==> config.mk <==
export PLATFORM = sky130hd
export DESIGN_NAME = fcl_flash_ctrl
export DESIGN_NICKNAME = d
export VERILOG_FILES = /design/src/common/fcl_pkg.sv /design/src/verilog/fcl_time_base.sv /design/src/verilog/fcl_flash_ctrl.sv
export SDC_FILE = /design/constraint.sdc
export NUM_CORES = 1
export LEC_CHECK = 0
export BUFFER_PORTS_ARGS = -buffer_cell sky130_fd_sc_hd__buf_2
export CAP_MARGIN = 40
export CORE_UTILIZATION = 56
export DETAILED_ROUTE_END_ITERATION = 8
export GPL_TIMING_DRIVEN = 0
export PLACE_DENSITY = 0.84
export SYNTH_ARGS = -nofsm -noshare
export SYNTH_HDL_FRONTEND = slang
export SYNTH_SLANG_ARGS = --single-unit
==> constraint.sdc <==
create_clock -name aclk -period 5.9 [get_ports aclk]
set_clock_uncertainty 0.2 [all_clocks]
set_input_delay 1.18 -clock aclk [delete_from_list [all_inputs] [get_ports aclk]]
set_output_delay 1.18 -clock aclk [all_outputs]
set_load 0.05 [all_outputs]
==> src/common/fcl_pkg.sv <==
// fcl_pkg: register map, field layout and timing constants of the flash
// command launch and ecc capture block.
// assumes a 32-bit axi4-lite slave with one register per aligned word.
package fcl_pkg;

	// register indices as printed; byte address is four times the index
	localparam logic [7:0] FCL_IDX_DIV = 8'h00;
	localparam logic [7:0] FCL_IDX_ECC_RESULT_INDEX = 8'h02;
	localparam logic [7:0] FCL_IDX_PARIX = 8'h01;
	localparam logic [7:0] FCL_IDX_STAT = 8'h06;
	localparam logic [7:0] FCL_IDX_PARAM = 8'h0A;
	localparam logic [7:0] FCL_IDX_RSV1 = 8'h0D;
	localparam logic [7:0] FCL_IDX_ECCR = 8'h0E;
	localparam logic [7:0] FCL_IDX_OPT = 8'h10;
	localparam logic [7:0] FCL_IDX_RSV2 = 8'h11;
	localparam logic [7:0] FCL_IDX_RSV3 = 8'h12;
	localparam logic [7:0] FCL_IDX_RSV4 = 8'h13;
	localparam logic [7:0] FCL_IDX_ECCSTAT = 8'h14;
	localparam int FCL_AW = 8;

	// divider register fields
	localparam int FCL_DIV_W = 7;
	localparam int FCL_DIVLD_BIT = 7;
	// status register fields
	localparam int FCL_COMMAND_COMPLETE_FLAG_BIT = 7;
	localparam int FCL_ACCESS_ERROR_FLAG_BIT = 5;
	localparam int FCL_PVIOL_BIT = 4;
	// ecc status fields (write one to clear)
	localparam int FCL_SFDIF_BIT = 0;
	localparam int FCL_DFDIF_BIT = 1;

	localparam int FCL_IX_W = 3;
	localparam int FCL_PARAM_WORDS = 6;
	localparam int FCL_CMD_HI = 15;
	localparam int FCL_CMD_LO = 8;

	localparam logic [2:0] FCL_ECC_PAR_ADDR = 3'h0;
	localparam logic [2:0] FCL_ECC_ADDR_LO = 3'h1;
	localparam logic [2:0] FCL_ECC_DATA0 = 3'h2;
	localparam logic [2:0] FCL_ECC_DATA3 = 3'h5;

	localparam logic [7:0] FCL_OPT_FAULT = 8'hFF;
	localparam logic [7:0] FCL_DFLASH_PAR_MASK = 8'h3F;

	// program and erase command codes, which need the time base
	localparam logic [7:0] FCL_CMD_PGM_P = 8'h06;
	localparam logic [7:0] FCL_CMD_PGM_ONCE = 8'h07;
	localparam logic [7:0] FCL_CMD_ERS_ALL = 8'h08;
	localparam logic [7:0] FCL_CMD_ERS_BLK = 8'h09;
	localparam logic [7:0] FCL_CMD_ERS_PSEC = 8'h0A;
	localparam logic [7:0] FCL_CMD_UNSEC = 8'h0B;
	localparam logic [7:0] FCL_CMD_PGM_D = 8'h11;
	localparam logic [7:0] FCL_CMD_ERS_DSEC = 8'h12;

	localparam logic [1:0] FCL_RESP_OKAY = 2'h0;
	localparam logic [1:0] FCL_RESP_SLVERR = 2'h2;

	typedef enum logic [1:0] {
		FCL_OPT_LOAD = 2'b00,
		FCL_OPT_WAIT = 2'b01,
		FCL_OPT_DONE = 2'b11
	} fcl_opt_t;

endpackage

==> src/verilog/fcl_time_base.sv <==
// fcl_time_base: divides the bus clock into a one-cycle flash time base
// enable. assumes divisor = value+1 bus cycles, counted only when enabled.
module fcl_time_base
	import fcl_pkg::*;
(
	input wire logic aclk, // bus clock
	input wire logic aresetn, // synchronous reset, active low
	input wire logic run, // divider has been loaded
	input wire logic [FCL_DIV_W-1:0] divisor, // divider value field
	output logic tick // one-cycle time base enable
);
	logic [FCL_DIV_W-1:0] count;
	logic [FCL_DIV_W-1:0] next_count;
	logic next_tick;

	always_comb begin
		next_count = count;
		next_tick = 1'b0;
		if (!run) begin
			next_count = '0;
		end else if (count >= divisor) begin
			next_count = '0;
			next_tick = 1'b1;
		end else begin
			next_count = count + 1'b1;
		end
	end

	always_ff @(posedge aclk) begin
		if (!aresetn) begin
			count <= '0;
			tick <= 1'b0;
		end else begin
			count <= next_count;
			tick <= next_tick;
		end
	end
endmodule // fcl_time_base

==> src/verilog/fcl_flash_ctrl.sv <==
// fcl_flash_ctrl: register side of the flash controller: ecc fault capture
// window, option byte load, divider load flag and command launch handshake.
// assumes an axi4-lite master and a memory controller that pulses cmd_done.
// Functional notes
// - factory reserved registers read zero, ignore writes
// - ecc window word chosen by result index
// - capture frozen until both fault flags cleared
// - double fault wins over simultaneous single fault
// - ecc window readable, writes have no effect
// - index zero: parity, zero, upper address bits
// - indices six and seven read zero
// - data-array parity keeps six bits, top zero
// - program fault: address low, four raw words
// - data fault: address low, one raw word
// - option register read-only, loaded once after reset
// - double fault on option read sets all ones
// - divider write sets loaded flag, reset clears
// - unloaded divider: program/erase refused, access error
// - busy: no launch, parameter writes ignored
// - writing one to complete flag launches command
// - flag stays low until done, results kept
// - word zero high byte holds command code
// - parameter indices six, seven ignore writes, read zero
module fcl_flash_ctrl
	import fcl_pkg::*;
(
	input wire logic aclk, // bus clock, 10 MHz
	input wire logic aresetn, // synchronous reset, active low
	input wire logic [FCL_AW+1:0] s_axi_awaddr, // write address
	input wire logic s_axi_awvalid, // write address valid
	output logic s_axi_awready, // write address ready
	input wire logic [31:0] s_axi_wdata, // write data
	input wire logic [3:0] s_axi_wstrb, // write strobes
	input wire logic s_axi_wvalid, // write data valid
	output logic s_axi_wready, // write data ready
	output logic [1:0] s_axi_bresp, // write response
	output logic s_axi_bvalid, // write response valid
	input wire logic s_axi_bready, // write response ready
	input wire logic [FCL_AW+1:0] s_axi_araddr, // read address
	input wire logic s_axi_arvalid, // read address valid
	output logic s_axi_arready, // read address ready
	output logic [31:0] s_axi_rdata, // read data
	output logic [1:0] s_axi_rresp, // read response
	output logic s_axi_rvalid, // read data valid
	input wire logic s_axi_rready, // read data ready
	input wire logic opt_valid, // option phrase read finished
	input wire logic [7:0] opt_byte, // option byte from array
	input wire logic opt_dbl_fault, // double fault on option phrase
	input wire logic ecc_single, // single fault pulse
	input wire logic ecc_double, // double fault pulse
	input wire logic ecc_dflash, // fault is in the data array
	input wire logic [22:0] ecc_addr, // faulting global address
	input wire logic [7:0] ecc_par, // raw check bits
	input wire logic [63:0] ecc_data, // raw phrase, word 0 in low bits
	input wire logic prot_viol, // protection violation pulse
	input wire logic cmd_done, // command finished pulse
	input wire logic [15:0] result_data [FCL_PARAM_WORDS], // results
	output logic cmd_start, // one-cycle launch pulse
	output logic [15:0] cmd_param [FCL_PARAM_WORDS], // locked parameters
	output logic flash_tick // flash time base enable
);
	// write channel state
	logic aw_held, w_held, bvalid;
	logic next_aw_held, next_w_held, next_bvalid;
	logic [FCL_AW+1:0] aw_addr, next_aw_addr;
	logic [31:0] w_data, next_w_data;
	logic [3:0] w_strb, next_w_strb;
	logic [1:0] bresp, next_bresp;
	// read channel state
	logic rvalid, next_rvalid;
	logic [31:0] rdata, next_rdata;
	logic [1:0] rresp, next_rresp;
	// registers
	logic [FCL_DIV_W-1:0] div_val, next_div_val;
	logic div_loaded, next_div_loaded;
	logic [FCL_IX_W-1:0] ecc_ix, next_ecc_ix;
	logic [FCL_IX_W-1:0] par_ix, next_par_ix;
	logic command_complete_flag, next_command_complete_flag;
	logic access_error_flag, next_access_error_flag;
	logic pviol, next_pviol;
	logic sfault, next_sfault;
	logic dfault, next_dfault;
	logic [15:0] param [FCL_PARAM_WORDS];
	logic [15:0] next_param [FCL_PARAM_WORDS];
	logic [7:0] opt, next_opt;
	fcl_opt_t opt_state, next_opt_state;
	logic start, next_start;
	// captured fault
	logic cap_dflash, next_cap_dflash;
	logic [22:0] cap_addr, next_cap_addr;
	logic [7:0] cap_par, next_cap_par;
	logic [63:0] cap_data, next_cap_data;

	logic wr_go, rd_go;
	logic [FCL_AW-1:0] w_idx, r_idx;
	logic [7:0] wb;
	logic [15:0] ecc_word, par_word;
	logic [7:0] cmd_code;
	logic is_pe;

	fcl_time_base u_time_base (
		.aclk(aclk),
		.aresetn(aresetn),
		.run(div_loaded),
		.divisor(div_val),
		.tick(flash_tick)
	);

	assign s_axi_awready = !aw_held && !bvalid;
	assign s_axi_wready = !w_held && !bvalid;
	assign s_axi_arready = !rvalid;
	assign s_axi_bvalid = bvalid;
	assign s_axi_bresp = bresp;
	assign s_axi_rvalid = rvalid;
	assign s_axi_rdata = rdata;
	assign s_axi_rresp = rresp;
	assign cmd_start = start;
	assign cmd_param = param;

	assign wr_go = aw_held && w_held && !bvalid;
	assign rd_go = s_axi_arvalid && !rvalid;
	assign w_idx = aw_addr[FCL_AW+1:2];
	assign r_idx = s_axi_araddr[FCL_AW+1:2];
	assign wb = w_data[7:0];
	assign cmd_code = param[0][FCL_CMD_HI:FCL_CMD_LO];

	always_comb begin
		unique case (cmd_code)
			FCL_CMD_PGM_P, FCL_CMD_PGM_ONCE, FCL_CMD_ERS_ALL,
			FCL_CMD_ERS_BLK, FCL_CMD_ERS_PSEC, FCL_CMD_UNSEC,
			FCL_CMD_PGM_D, FCL_CMD_ERS_DSEC: is_pe = 1'b1;
			default: is_pe = 1'b0;
		endcase
	end

	// ecc result window mux
	always_comb begin
		ecc_word = 16'h0000;
		if (ecc_ix == FCL_ECC_PAR_ADDR) begin
			ecc_word = {cap_dflash ? (cap_par & FCL_DFLASH_PAR_MASK) : cap_par,
				1'b0, cap_addr[22:16]};
		end else if (ecc_ix == FCL_ECC_ADDR_LO) begin
			ecc_word = cap_addr[15:0];
		end else if (ecc_ix == FCL_ECC_DATA0) begin
			ecc_word = cap_data[15:0];
		end else if (ecc_ix <= FCL_ECC_DATA3 && !cap_dflash) begin
			ecc_word = cap_data[16*(ecc_ix-FCL_ECC_DATA0) +: 16];
		end
	end

	always_comb begin
		par_word = 16'h0000;
		if (par_ix < FCL_IX_W'(FCL_PARAM_WORDS)) begin
			par_word = param[par_ix];
		end
	end

	// bus channels
	always_comb begin
		next_aw_held = aw_held;
		next_w_held = w_held;
		next_aw_addr = aw_addr;
		next_w_data = w_data;
		next_w_strb = w_strb;
		next_bvalid = bvalid;
		next_bresp = bresp;
		next_rvalid = rvalid;
		next_rdata = rdata;
		next_rresp = rresp;
		if (s_axi_awvalid && s_axi_awready) begin
			next_aw_held = 1'b1;
			next_aw_addr = s_axi_awaddr;
		end
		if (s_axi_wvalid && s_axi_wready) begin
			next_w_held = 1'b1;
			next_w_data = s_axi_wdata;
			next_w_strb = s_axi_wstrb;
		end
		if (wr_go) begin
			next_aw_held = 1'b0;
			next_w_held = 1'b0;
			next_bvalid = 1'b1;
			next_bresp = FCL_RESP_OKAY;
			unique case (w_idx)
				FCL_IDX_DIV, FCL_IDX_ECC_RESULT_INDEX, FCL_IDX_PARIX, FCL_IDX_STAT,
				FCL_IDX_PARAM, FCL_IDX_ECCSTAT, FCL_IDX_RSV1, FCL_IDX_ECCR,
				FCL_IDX_OPT, FCL_IDX_RSV2, FCL_IDX_RSV3,
				FCL_IDX_RSV4: next_bresp = FCL_RESP_OKAY;
				default: next_bresp = FCL_RESP_SLVERR;
			endcase
		end
		if (bvalid && s_axi_bready) begin
			next_bvalid = 1'b0;
		end
		if (rd_go) begin
			next_rvalid = 1'b1;
			next_rresp = FCL_RESP_OKAY;
			next_rdata = 32'h0000_0000;
			unique case (r_idx)
				FCL_IDX_DIV: next_rdata[7:0] = {div_loaded, div_val};
				FCL_IDX_ECC_RESULT_INDEX: next_rdata[FCL_IX_W-1:0] = ecc_ix;
				FCL_IDX_PARIX: next_rdata[FCL_IX_W-1:0] = par_ix;
				FCL_IDX_STAT: begin
					next_rdata[FCL_COMMAND_COMPLETE_FLAG_BIT] = command_complete_flag;
					next_rdata[FCL_ACCESS_ERROR_FLAG_BIT] = access_error_flag;
					next_rdata[FCL_PVIOL_BIT] = pviol;
				end
				FCL_IDX_PARAM: next_rdata[15:0] = par_word;
				FCL_IDX_ECCR: next_rdata[15:0] = ecc_word;
				FCL_IDX_OPT: next_rdata[7:0] = opt;
				FCL_IDX_ECCSTAT: begin
					next_rdata[FCL_SFDIF_BIT] = sfault;
					next_rdata[FCL_DFDIF_BIT] = dfault;
				end
				FCL_IDX_RSV1, FCL_IDX_RSV2, FCL_IDX_RSV3,
				FCL_IDX_RSV4: next_rdata = 32'h0000_0000;
				default: next_rresp = FCL_RESP_SLVERR;
			endcase
		end else if (rvalid && s_axi_rready) begin
			next_rvalid = 1'b0;
		end
	end

	// registers, launch and capture
	always_comb begin
		next_div_val = div_val;
		next_div_loaded = div_loaded;
		next_ecc_ix = ecc_ix;
		next_par_ix = par_ix;
		next_command_complete_flag = command_complete_flag;
		next_access_error_flag = access_error_flag;
		next_pviol = pviol;
		next_sfault = sfault;
		next_dfault = dfault;
		next_param = param;
		next_start = 1'b0;
		next_cap_dflash = cap_dflash;
		next_cap_addr = cap_addr;
		next_cap_par = cap_par;
		next_cap_data = cap_data;
		if (wr_go && w_strb[0]) begin
			unique case (w_idx)
				FCL_IDX_DIV: begin
					next_div_val = wb[FCL_DIV_W-1:0];
					next_div_loaded = 1'b1;
				end
				FCL_IDX_ECC_RESULT_INDEX: next_ecc_ix = wb[FCL_IX_W-1:0];
				FCL_IDX_PARIX: next_par_ix = wb[FCL_IX_W-1:0];
				FCL_IDX_STAT: begin
					if (wb[FCL_ACCESS_ERROR_FLAG_BIT]) next_access_error_flag = 1'b0;
					if (wb[FCL_PVIOL_BIT]) next_pviol = 1'b0;
					// launch needs idle and clear errors
					if (wb[FCL_COMMAND_COMPLETE_FLAG_BIT] && command_complete_flag && !access_error_flag && !pviol) begin
						if (!div_loaded && is_pe) begin
							next_access_error_flag = 1'b1;
						end else begin
							next_command_complete_flag = 1'b0;
							next_start = 1'b1;
						end
					end
				end
				FCL_IDX_ECCSTAT: begin
					if (wb[FCL_SFDIF_BIT]) next_sfault = 1'b0;
					if (wb[FCL_DFDIF_BIT]) next_dfault = 1'b0;
				end
				default: ;
			endcase
		end
		// parameter writes, ignored while busy or beyond the array
		if (wr_go && w_idx == FCL_IDX_PARAM && command_complete_flag &&
			par_ix < FCL_IX_W'(FCL_PARAM_WORDS)) begin
			if (w_strb[0]) next_param[par_ix][7:0] = w_data[7:0];
			if (w_strb[1]) next_param[par_ix][15:8] = w_data[15:8];
		end
		if (cmd_done && !command_complete_flag) begin
			next_command_complete_flag = 1'b1;
			next_param = result_data;
		end
		if (prot_viol) next_pviol = 1'b1;
		// capture only while no fault flag holds earlier details
		if ((ecc_single || ecc_double) && !sfault && !dfault) begin
			next_cap_dflash = ecc_dflash;
			next_cap_addr = ecc_addr;
			next_cap_par = ecc_par;
			next_cap_data = ecc_data;
			if (ecc_double) next_dfault = 1'b1;
			else next_sfault = 1'b1;
		end else begin
			// set wins over a clear in the same cycle
			if (ecc_double) next_dfault = 1'b1;
			if (ecc_single) next_sfault = 1'b1;
		end
	end

	// option byte load
	always_comb begin
		next_opt = opt;
		next_opt_state = opt_state;
		unique case (opt_state)
			FCL_OPT_LOAD: next_opt_state = FCL_OPT_WAIT;
			FCL_OPT_WAIT: begin
				if (opt_valid) begin
					next_opt = opt_dbl_fault ? FCL_OPT_FAULT : opt_byte;
					next_opt_state = FCL_OPT_DONE;
				end
			end
			FCL_OPT_DONE: next_opt_state = FCL_OPT_DONE;
			default: next_opt_state = FCL_OPT_LOAD;
		endcase
	end

	always_ff @(posedge aclk) begin
		if (!aresetn) begin
			aw_held <= 1'b0;
			w_held <= 1'b0;
			aw_addr <= '0;
			w_data <= 32'h0000_0000;
			w_strb <= 4'h0;
			bvalid <= 1'b0;
			bresp <= FCL_RESP_OKAY;
			rvalid <= 1'b0;
			rdata <= 32'h0000_0000;
			rresp <= FCL_RESP_OKAY;
			div_val <= '0;
			div_loaded <= 1'b0;
			ecc_ix <= '0;
			par_ix <= '0;
			command_complete_flag <= 1'b1;
			access_error_flag <= 1'b0;
			pviol <= 1'b0;
			sfault <= 1'b0;
			dfault <= 1'b0;
			for (int i = 0; i < FCL_PARAM_WORDS; i++) param[i] <= 16'h0000;
			start <= 1'b0;
			opt <= 8'h00;
			opt_state <= FCL_OPT_LOAD;
			cap_dflash <= 1'b0;
			cap_addr <= '0;
			cap_par <= 8'h00;
			cap_data <= '0;
		end else begin
			aw_held <= next_aw_held;
			w_held <= next_w_held;
			aw_addr <= next_aw_addr;
			w_data <= next_w_data;
			w_strb <= next_w_strb;
			bvalid <= next_bvalid;
			bresp <= next_bresp;
			rvalid <= next_rvalid;
			rdata <= next_rdata;
			rresp <= next_rresp;
			div_val <= next_div_val;
			div_loaded <= next_div_loaded;
			ecc_ix <= next_ecc_ix;
			par_ix <= next_par_ix;
			command_complete_flag <= next_command_complete_flag;
			access_error_flag <= next_access_error_flag;
			pviol <= next_pviol;
			sfault <= next_sfault;
			dfault <= next_dfault;
			param <= next_param;
			start <= next_start;
			opt <= next_opt;
			opt_state <= next_opt_state;
			cap_dflash <= next_cap_dflash;
			cap_addr <= next_cap_addr;
			cap_par <= next_cap_par;
			cap_data <= next_cap_data;
		end
	end
endmodule // fcl_flash_ctrl

==> out/qor.txt, run 1 <==
Final ANT Viol Nets: 0
Initial Utilization: 0.5697
Cell Count, Final, Fillers Out: 2351
Fin nets: 2287
Part of the power in the clock network: 0.437
Drt pass-1 iters: 7
Clk pin slew, worst setup/hold paths: 0.06 ns
Commonest non-fill, non-tap cell in the layout: buf_2
H-tree levels: 1
Outcome: finished clean
Sw Share: 0.2553
IO Pins: 408
Post-synthesis simple-gate area fraction: 0.1742
Worst hold slack: 0.2528 ns
CTS-repair resized insts: 0
Top_reg_cell synth: dfxtp_1
Crit. End Element: flop
Hold Vio Cnt, Final: 0
Crit path top cell by count: a21oi_1
Hold_buf cts: 0
Share of layout cells above drive strength 1: 0.2505
Netlist cell types: 68
Final period utilization: 0.5182
Pwr per Cell Area: 257.6 mW/mm^2
Routed WL per cell: 22.78 um
CTS buffer count: 30
Post-synthesis async set-or-reset flop share: 0
DRC: 0
Max_slew headroom: 0.4453
Gr usage total: 0.4118
Die ar.: 0.02537 sq mm
Setup bufs post-CTS: 0
Syn Inst Count: 1592
Actual slew at the worst max-slew pin: 0.8303 ns
Synth Area per Inst: 8.703 sq um
Synth Area in XOR/XNOR: 0.003793
Max IR drop VDD: 0.2372 mV
Power after layout: 4.422 mW
Most frequent cells in the layout: 394 x buf_2, 386 x nand2_1, 280 x dfxtp_1, 130 x a21boi_0, 103 x a22oi_1
Buffers on Ports: 365
Arrival @ worst endpoint: 3.28 ns
Clk buf depth: 3
Post-DR vias/cell: 6.235
Synth Warn #: 0
Int Pwr: 3.293 mW
FP Rows: 57
Setup crit start kind: flop
Post-synthesis adder-cell area fraction: 0.01084
Core footprint: 0.02432 sq mm
DR vias: 14660
Slowest CP cell: clkbuf_1
Final min period: 3.057 ns
CP peak stage delay: 0.55 ns
Post-DP HPWL: 40.96 mm
CP required: 6.13 ns
Cells along the critical path: clkbuf_1 -> clkbuf_1 -> mux4_2 -> a221oi_1 -> a21oi_1 -> a21oi_1 -> a21oi_1
RSZ-0062 raised after global routing: false
Sequential Power Share: 0.457
Main combinational cell family by area after synthesis: compound AO/OA/AOI/OAI gates
Max Cap Viol: 0
WS Path Type: flop to flop
Max FO, Critical Path: 10
Placer Congestion: 1.057
Combinational share of power: 0.105
Worst-Skew Late Latency: 0.56 ns
Post-synthesis register bit count: 280
Max-slew violation count: 0
Lkg Pwr: 8.108 nW
Placed Instances: 2298
CTS tree: yes
Num Clock Sinks: 280
Fraction of the yosys area taken by sequential cells: 0.4046
Largest net degree at the start of global routing: 15
Vias in the first global route: 13760
First-pass GRT wire length: 79.90 mm
Area Overhead vs Synth: 23.88%
Root buffer cell: clkbuf_16
Multiplexer share of the synthesized area: 0.07649
Mapped cell area: 0.01386 sq mm
DR iter-0 viols: 1927
Die Wd: 159.3 um
Drt total wl: 53.56 mm
Post-synthesis compound-gate area fraction: 0.2739
Max Clk Rate: 327.1 MHz
Die Ht: 159.3 um
Switching power: 1.129 mW
Number of synthesized flops with an enable pin: 0
Congestion Overflow GR: 0
Worst min path class: flop to flop
Initial antenna violation count: 5
Setup tns final: 0 ns
Final Setup Violations: 0
routing by layer:
layer	wire (um)	global-route usage	vias to the layer above
met4	3220	0.2159	4
met1	21270	0.5491	6868
met2	22970	0.6286	1021
li1	-	-	6538
met3	6071	0.08700	227
met5	27	0	-
power by group through the flow:
| stage | registers, mW | logic, mW | clock network (mW) |
|---|---|---|---|
| 2_1_floorplan | 2.06 | 0.252 | 0 |
| 3_3_place_gp | 2.06 | 0.442 | 0 |
| 3_5_place_dp | 2.06 | 0.452 | 0 |
| 4_1_cts | 2.02 | 0.457 | 1.93 |
| 5_1_grt | 2.03 | 0.502 | 2.01 |
| 6_report | 2.02 | 0.466 | 1.93 |
critical path, delay by kind of cell, from the launching register on:
family,cells,cell delay [ns]
buffers and inverters,2,1.03
muxes,1,0.40
DFF,1,0.35
AOI/OAI and AO/OA,4,0.95
cell type report:
| type | count | area, sq um |
|---|---|---|
| multi-input cells | 1155 | 7538 |
| fillers | 1994 | 7156 |
| flip-flops and latches | 280 | 5605 |
| repair buffers | 365 | 1827 |
| clock buffers | 44 | 924.6 |
| plain buffers | 156 | 708.2 |
| well taps | 324 | 405.4 |
| clock inverters | 6 | 80.08 |
| inverters | 18 | 67.56 |
| diodes | 3 | 7.507 |
flip-flops by register name (all words and copies together) (netlist names), 8 cells and up, named ones only:
| signal | count |
|---|---|
| aw_addr | 8 |
| s_axi_rdata | 16 |
| cap_data | 64 |
| cap_par | 8 |
| cmd_param | 96 |
| cap_addr | 23 |
| w_data | 16 |
| opt | 8 |
synth_stat cells, types with 9 or more instances:
master,count,area share
nor3_1,11,0.0040
o21ai_0,38,0.014
buf_4,21,0.011
nor2b_1,18,0.0081
a21boi_0,130,0.070
nand3_1,14,0.0051
buf_1,14,0.0038
nand2_1,386,0.10
nor2_1,43,0.012
dfxtp_1,280,0.40
a221o_1,9,0.0065
inv_1,18,0.0049
mux2i_1,53,0.038
a21oi_1,34,0.012
mux4_2,21,0.034
o211a_1,98,0.071
ha_1,12,0.011
a31oi_1,11,0.0050
o21ai_1,12,0.0043
clkbuf_1,91,0.025
a221oi_1,16,0.010
and3_1,20,0.0090
a22oi_1,103,0.056
buf_2,29,0.010
path summary, 6_finish.rpt:
path                             start                           to  slack [ns]  depth (start not counted)
max             ecc_ix[1]$_SDFFE_PN0P_  s_axi_rdata[9]$_SDFFE_PN0P_        2.84                          7
max reg2reg     ecc_ix[1]$_SDFFE_PN0P_  s_axi_rdata[9]$_SDFFE_PN0P_        2.84                          7
min          opt_state[0]$_SDFFE_PN0P_    opt_state[1]$_SDFFE_PN0P_        0.25                          1
min reg2reg  opt_state[0]$_SDFFE_PN0P_    opt_state[1]$_SDFFE_PN0P_        0.25                          1
stage by stage:
| stage | cell area (sq um) | worst slack [ns] | util |
|---|---|---|---|
| detailed placement | 16150 | 2.399 | 0.6641 |
| finish | 17160 | 2.843 | 0.7058 |
| CTS | 17160 | 2.925 | 0.7055 |
| global placement | 16150 | 2.509 | 0.6641 |
| global route | 17160 | 2.742 | 0.7056 |
| floorplan | 13920 | 2.964 | - |
logic make-up (layout without fill, tap and decap cells):
kind of cell	count (synthesis)	in the layout
other cells	1	21
compound gates	493	493
buf+inv	174	589
xor+xnor	6	6
flops	280	280
fa+ha+maj	12	12
simple gates	547	547
mux	79	79
Power figures use the tool's default switching activity.
==> run 2, diff against run 1 <==
--- a/config.mk
+++ b/config.mk
@@ -5,12 +5,14 @@
 export SDC_FILE = /design/constraint.sdc
 export NUM_CORES = 1
 export LEC_CHECK = 0
+export ABC_AREA = 1
 export BUFFER_PORTS_ARGS = -buffer_cell sky130_fd_sc_hd__buf_2
 export CAP_MARGIN = 40
-export CORE_UTILIZATION = 56
+export CORE_ASPECT_RATIO = 1.4
+export CORE_UTILIZATION = 53
 export DETAILED_ROUTE_END_ITERATION = 8
 export GPL_TIMING_DRIVEN = 0
-export PLACE_DENSITY = 0.84
+export PLACE_DENSITY = 0.79
 export SYNTH_ARGS = -nofsm -noshare
 export SYNTH_HDL_FRONTEND = slang
 export SYNTH_SLANG_ARGS = --single-unit
==> constraint.sdc (replaced) <==
create_clock -name aclk -period 2.95 [get_ports aclk]
set_clock_uncertainty 0.2 [all_clocks]
set_input_delay 0.59 -clock aclk [delete_from_list [all_inputs] [get_ports aclk]]
set_output_delay 0.59 -clock aclk [all_outputs]
set_load 0.05 [all_outputs]
==> out/qor.txt, run 2 <==
CTS-repair resized insts: 0 (unchanged)
Crit. End Element: flop (unchanged)
Vias in the first global route: 15730 (was 13760)
Gr usage total: 0.4176 (was 0.4118)
Max IR drop VDD: 0.4703 mV (was 0.2372 mV)
Largest cells by area after synthesis: dfxtp_1 40%, o21ai_0 12%, nand2_1 11% (was dfxtp_1 40%, nand2_1 10%, o211a_1 7.1%)
CTS tree: yes (unchanged)
IO Pins: 408 (unchanged)
Clk buf depth: 3 (unchanged)
Area Overhead vs Synth: 23.85% (was 23.88%)
First-pass GRT wire length: 86.45 mm (was 79.90 mm)
Fraction of the yosys area taken by sequential cells: 0.3970 (was 0.4046)
Top-count cell post-synth: nand2_1 (unchanged)
Worst hold slack: 0.01239 ns (was 0.2528 ns)
Setup bufs post-CTS: 0 (unchanged)
Combinational share of power: 0.117 (was 0.105)
Yosys top cell area share: 0.3970 (was 0.4046)
Setup crit start kind: flop (unchanged)
Actual slew at the worst max-slew pin: 1.026 ns (was 0.8303 ns)
Outcome: finished clean (unchanged)
WS Path Type: flop to flop (unchanged)
Final period utilization: 0.9118 (was 0.5182)
Hold_buf cts: 0 (unchanged)
Max FO, Critical Path: 10 (unchanged)
Final Setup Violations: 0 (unchanged)
Max_slew headroom: 0.3158 (was 0.4453)
Num Clock Sinks: 280 (unchanged)
DRC: 0 (unchanged)
Post-synth top area cell: dfxtp_1 (unchanged)
Worst-Skew Late Latency: 0.56 ns (about the same)
Hold Vio Cnt, Final: 0 (unchanged)
RSZ-0062 raised after global routing: false (unchanged)
CP peak stage delay: 0.49 ns (was 0.55 ns)
Most frequent cells in the layout: 403 x nand2_1, 399 x buf_2, 344 x o21ai_0, 286 x nor2_1, 280 x dfxtp_1 (was 394 x buf_2, 386 x nand2_1, 280 x dfxtp_1, 130 x a21boi_0, 103 x a22oi_1)
CP required: 3.24 ns (was 6.13 ns)
Initial Utilization: 0.5392 (was 0.5697)
Lkg Pwr: 7.847 nW (was 8.108 nW)
Placer Congestion: 1.086 (was 1.057)
H-tree levels: 1 (unchanged)
DR iter-0 viols: 1321 (was 1927)
Post-synthesis register bit count: 280 (unchanged)
Post-synthesis async set-or-reset flop share: 0 (unchanged)
CTS buffer count: 29 (was 30)
WHS Path Cells: 2 (was 1)
Post-DP HPWL: 46.43 mm (was 40.96 mm)
Commonest non-fill, non-tap cell in the layout: nand2_1 (was buf_2)
Routed WL per cell: 20.35 um (was 22.78 um)
Synth Warn #: 0 (unchanged)
Final min period: 2.690 ns (was 3.057 ns)
Number of synthesized flops with an enable pin: 0 (unchanged)
Core footprint: 0.02619 sq mm (was 0.02432 sq mm)
Worst min path class: input port to flop (was flop to flop)
Die ar.: 0.02731 sq mm (was 0.02537 sq mm)
Drt pass-1 iters: 7 (unchanged)
FP Rows: 70 (was 57)
Top_reg_cell synth: dfxtp_1 (unchanged)
Top cells by count, synth: 403 x nand2_1, 344 x o21ai_0, 286 x nor2_1, 280 x dfxtp_1, 230 x a21oi_1 (was 386 x nand2_1, 280 x dfxtp_1, 130 x a21boi_0, 103 x a22oi_1, 98 x o211a_1)
Initial antenna violation count: 2 (was 5)
Syn Inst Count: 2095 (was 1592)
Final ANT Viol Nets: 0 (unchanged)
Max Clk Rate: 371.8 MHz (was 327.1 MHz)
Buffers on Ports: 366 (was 365)
Mapped cell area: 0.01412 sq mm (was 0.01386 sq mm)
Share of layout cells above drive strength 1: 0.2134 (was 0.2505)
Part of the power in the clock network: 0.441 (was 0.437)
Slowest CP cell: dfxtp_1 (was clkbuf_1)
Setup tns final: 0 ns (unchanged)
Crit path top cell by count: nand2_1 (was a21oi_1)
Worst Reg2Reg Path Length in Cells: 12 (was 7)
Drt total wl: 58.16 mm (was 53.56 mm)
Post-DR vias/cell: 5.636 (was 6.235)
Die Wd: 139.9 um (was 159.3 um)
Largest net degree at the start of global routing: 16 (was 15)
Switching power: 2.479 mW (was 1.129 mW)
Sequential Power Share: 0.441 (was 0.457)
Max Cap Viol: 0 (unchanged)
Sw Share: 0.2672 (was 0.2553)
Arrival @ worst endpoint: 2.98 ns (was 3.28 ns)
Congestion Overflow GR: 0 (unchanged)
DR vias: 16110 (was 14660)
Flip-flop count of the largest register after layout: 96 (unchanged)
Netlist cell types: 43 (was 68)
Fin nets: 2790 (was 2287)
Pwr per Cell Area: 530.6 mW/mm^2 (was 257.6 mW/mm^2)
Synth Area per Inst: 6.740 sq um (was 8.703 sq um)
Cells along the critical path: inv_1 -> buf_2 -> ha_1 -> nor2_1 -> nand3_1 -> nor2_4 -> buf_6 -> nand2_1 -> o21ai_0 -> nand2_1 -> a21o_1 -> a21oi_1 (was clkbuf_1 -> clkbuf_1 -> mux4_2 -> a221oi_1 -> a21oi_1 -> a21oi_1 -> a21oi_1)
Max-slew violation count: 0 (unchanged)
Clk pin slew, worst setup/hold paths: 0.07 ns (was 0.06 ns)
Cell Count, Final, Fillers Out: 2858 (was 2351)
Root buffer cell: clkbuf_16 (unchanged)
Int Pwr: 6.800 mW (was 3.293 mW)
Die Ht: 195.1 um (was 159.3 um)
Placed Instances: 2802 (was 2298)
run 2: cell types whose count changed in the layout (fill, tap and decap cells not counted), moves of 41 or more:
cell | previous run | this run
a21boi_0 | 130 | 0
a21oi_1 | 34 | 230
inv_1 | 18 | 167
a22oi_1 | 103 | 10
nand3_1 | 14 | 55
o21ai_0 | 38 | 344
o211a_1 | 98 | 0
mux2i_1 | 53 | 0
nor2_1 | 43 | 286
run 2: area by class of cell:
cell class / instances / area (sq um)
Fill cell: 2463 / 8700
Multi-Input combinational cell: 1511 / 7129
Sequential cell: 280 / 5605
Timing Repair Buffer: 366 / 1832
Clock buffer: 37 / 805.8
Buffer: 142 / 774.5
Inverter: 179 / 674.4
Tap cell: 324 / 405.4
Clock inverter: 16 / 254.0
Antenna cell: 3 / 7.507
run 2: logic make-up after synthesis:
logic type	count (synthesis)	share of synthesized area
buffers and inverters	321	0.1026
AOI/OAI and AO/OA	657	0.2455
and+or+nand+nor	819	0.2409
DFF	280	0.3970
other	1	0.0002656
xor gates and xnor gates	5	0.003101
adders and majority gates	12	0.01063
run 2: worst paths after layout:
check	from	to	slack, ns
max	ecc_ix[1]$_SDFFE_PN0P_	s_axi_rdata[10]$_SDFFE_PN0P_	0.26
min reg2reg	cap_data[32]$_SDFFE_PN0P_	cap_data[32]$_SDFFE_PN0P_	0.26
max reg2reg	ecc_ix[1]$_SDFFE_PN0P_	s_axi_rdata[10]$_SDFFE_PN0P_	0.26
min	s_axi_bready	s_axi_bvalid$_SDFFE_PP0N_	0.01
run 2: worst max-delay path, delay by kind of cell, from the launching register on:
| kind | cells | cell delay (ns) |
|---|---|---|
| flops | 1 | 0.49 |
| fa+ha+maj | 1 | 0.24 |
| compound gates | 3 | 0.39 |
| simple gates | 5 | 0.62 |
| buf+inv | 3 | 0.67 |
run 2: metrics by stage:
| step | instance area, sq um | total power [mW] | setup slack [ns] | utilization |
|---|---|---|---|---|
| 2_1_floorplan | 14180 | 4.780 | 0.2352 | - |
| 3_3_place_gp | 16420 | 5.209 | 0.06502 | 0.6270 |
| 3_5_place_dp | 16420 | 5.231 | 0.08665 | 0.6270 |
| 4_1_cts | 17480 | 9.237 | 0.2979 | 0.6675 |
| 5_1_grt | 17490 | 9.561 | 0.08631 | 0.6677 |
| 6_report | 17490 | 9.279 | 0.2603 | 0.6678 |
run 2: power by group through the flow:
stage	clock, mW	combinational, mW	sequential (mW)
after floorplan	0	0.609	4.17
after global placement	0	1.04	4.16
after detailed placement	0	1.06	4.17
after CTS	4.08	1.07	4.09
after global routing	4.27	1.19	4.11
final	4.10	1.09	4.09
run 2: layer usage:
layer,routed length [um],global-route usage
met5,0,0
met1,20340,0.4235
met3,4808,0.08117
met2,28190,0.7498
met4,4819,0.3240
==> run 3, diff against run 2 <==
--- a/config.mk
+++ b/config.mk
@@ -13,6 +13,7 @@
 export DETAILED_ROUTE_END_ITERATION = 8
 export GPL_TIMING_DRIVEN = 0
 export PLACE_DENSITY = 0.79
+export RECOVER_POWER = 100
 export SYNTH_ARGS = -nofsm -noshare
 export SYNTH_HDL_FRONTEND = slang
 export SYNTH_SLANG_ARGS = --single-unit
==> out/qor.txt, run 3 (same netlist as run 2, synthesis figures left out) <==
Commonest non-fill, non-tap cell in the layout: nand2_1 (unchanged)
Drt total wl: 58.01 mm (was 58.16 mm)
Clk pin slew, worst setup/hold paths: 0.07 ns (about the same)
Num Clock Sinks: 280 (unchanged)
Pwr per Cell Area: 536.3 mW/mm^2 (was 530.6 mW/mm^2)
Routed WL per cell: 20.30 um (was 20.35 um)
Die Ht: 195.1 um (unchanged)
Final Cell Area: 0.01727 sq mm (was 0.01749 sq mm)
Most frequent cells in the layout: 408 x nand2_1, 352 x o21ai_0, 286 x nor2_1, 280 x dfxtp_1, 266 x buf_2 (was 403 x nand2_1, 399 x buf_2, 344 x o21ai_0, 286 x nor2_1, 280 x dfxtp_1)
CTS tree: yes (unchanged)
Root buffer cell: clkbuf_16 (unchanged)
First-pass GRT wire length: 86.45 mm (unchanged)
Largest net degree at the start of global routing: 16 (unchanged)
Crit. End Element: flop (unchanged)
Area Overhead vs Synth: 22.33% (was 23.85%)
CTS-repair resized insts: 0 (unchanged)
Initial antenna violation count: 2 (unchanged)
DR iter-0 viols: 1255 (was 1321)
Register area: 0.005605 sq mm (unchanged)
WS Path Type: flop to flop (unchanged)
Setup bufs post-CTS: 0 (unchanged)
FP Rows: 70 (unchanged)
Max_slew headroom: 0.2602 (was 0.3158)
Post-DP HPWL: 46.43 mm (unchanged)
Worst min path class: input port to flop (unchanged)
Final min period: 2.741 ns (was 2.690 ns)
Cell Area, Placed: 0.01642 sq mm (unchanged)
Max Clk Rate: 364.9 MHz (was 371.8 MHz)
Share of layout cells above drive strength 1: 0.1584 (was 0.2134)
Post-DR vias/cell: 5.630 (was 5.636)
Drt pass-1 iters: 7 (unchanged)
Outcome: finished clean (unchanged)
Congestion Overflow GR: 0 (unchanged)
Multi-input logic area: 0.007099 sq mm (was 0.007129 sq mm)
Setup WS pre-CTS: 0.08665 ns (unchanged)
CTS buffer count: 29 (unchanged)
Cell Count, Final, Fillers Out: 2858 (unchanged)
Flip-flop count of the largest register after layout: 96 (unchanged)
RSZ-0062 raised after global routing: false (unchanged)
Max-slew violation count: 0 (unchanged)
Worst hold slack: 0.01197 ns (was 0.01239 ns)
# fillers: 2541 (was 2463)
Vias in the first global route: 15730 (unchanged)
Max FO, Critical Path: 10 (unchanged)
Hold Vio Cnt, Final: 0 (unchanged)
Final period utilization: 0.9291 (was 0.9118)
Placer Congestion: 1.086 (unchanged)
Setup crit start kind: flop (unchanged)
Core footprint: 0.02619 sq mm (unchanged)
Clk buf depth: 3 (unchanged)
Util after Layout: 0.6596 (was 0.6678)
Max IR drop VDD: 0.4700 mV (was 0.4703 mV)
Power after layout: 9.263 mW (was 9.279 mW)
Die ar.: 0.02731 sq mm (unchanged)
Initial Utilization: 0.5392 (unchanged)
Max Cap Viol: 0 (unchanged)
Final Setup Violations: 0 (unchanged)
Hold_buf cts: 0 (unchanged)
DRC: 0 (unchanged)
Fin nets: 2790 (unchanged)
Buffers on Ports: 366 (unchanged)
Lkg Pwr: 7.288 nW (was 7.847 nW)
Final ANT Viol Nets: 0 (unchanged)
H-tree levels: 1 (unchanged)
Gr usage total: 0.4176 (unchanged)
Worst-Skew Late Latency: 0.56 ns (about the same)
Arrival @ worst endpoint: 3.03 ns (was 2.98 ns)
Die Wd: 139.9 um (unchanged)
Actual slew at the worst max-slew pin: 1.102 ns (was 1.026 ns)
IO Pins: 408 (unchanged)
DR vias: 16090 (was 16110)
Worst setup margin: 0.2092 ns (was 0.2603 ns)
Setup tns final: 0 ns (unchanged)
CP required: 3.24 ns (about the same)
Placed Instances: 2802 (unchanged)
run 3: path summary, 6_finish.rpt:
kind	from	endpoint	slack [ns]	cells after the start
setup / recovery	aw_addr[8]$_SDFFE_PN0P_	cmd_param[25]$_SDFFE_PN0P_	0.21	8
hold / removal	s_axi_bready	s_axi_bvalid$_SDFFE_PP0N_	0.01	2
setup reg to reg	aw_addr[8]$_SDFFE_PN0P_	cmd_param[25]$_SDFFE_PN0P_	0.21	8
hold reg to reg	cap_data[32]$_SDFFE_PN0P_	cap_data[32]$_SDFFE_PN0P_	0.25	2
run 3: layout make-up:
class,instances,share of cell area
Clock inverter,16,0.01470
Buffer,142,0.04296
Inverter,179,0.03904
Clock buffer,37,0.04665
Antenna cell,3,0.0004346
Timing Repair Buffer,366,0.09721
Tap cell,324,0.02347
Multi-Input combinational cell,1511,0.4110
Sequential cell,280,0.3245
run 3: layer usage:
metal | share of wire | GRT usage | up-vias
met5 | 0 | 0 | -
met3 | 0.087 | 0.08117 | 239
met1 | 0.34 | 0.4235 | 7284
li1 | - | - | 7713
met2 | 0.48 | 0.7498 | 854
met4 | 0.085 | 0.3240 | 0
run 3: critical path, cell delays in order, from the launching register on:
cell,delay (ns)
dfxtp_1,0.33
nor2_1,0.18
and2_0,0.27
nand3_1,0.24
nand2_1,0.51
clkbuf_2,0.41
buf_2,0.32
a21oi_1,0.11
nor2_1,0.10
run 3: report_power, final:
part           switching [mW]  internal [mW]
Sequential              0.115           3.98
Combinational           0.730          0.350
Clock                    1.63           2.46
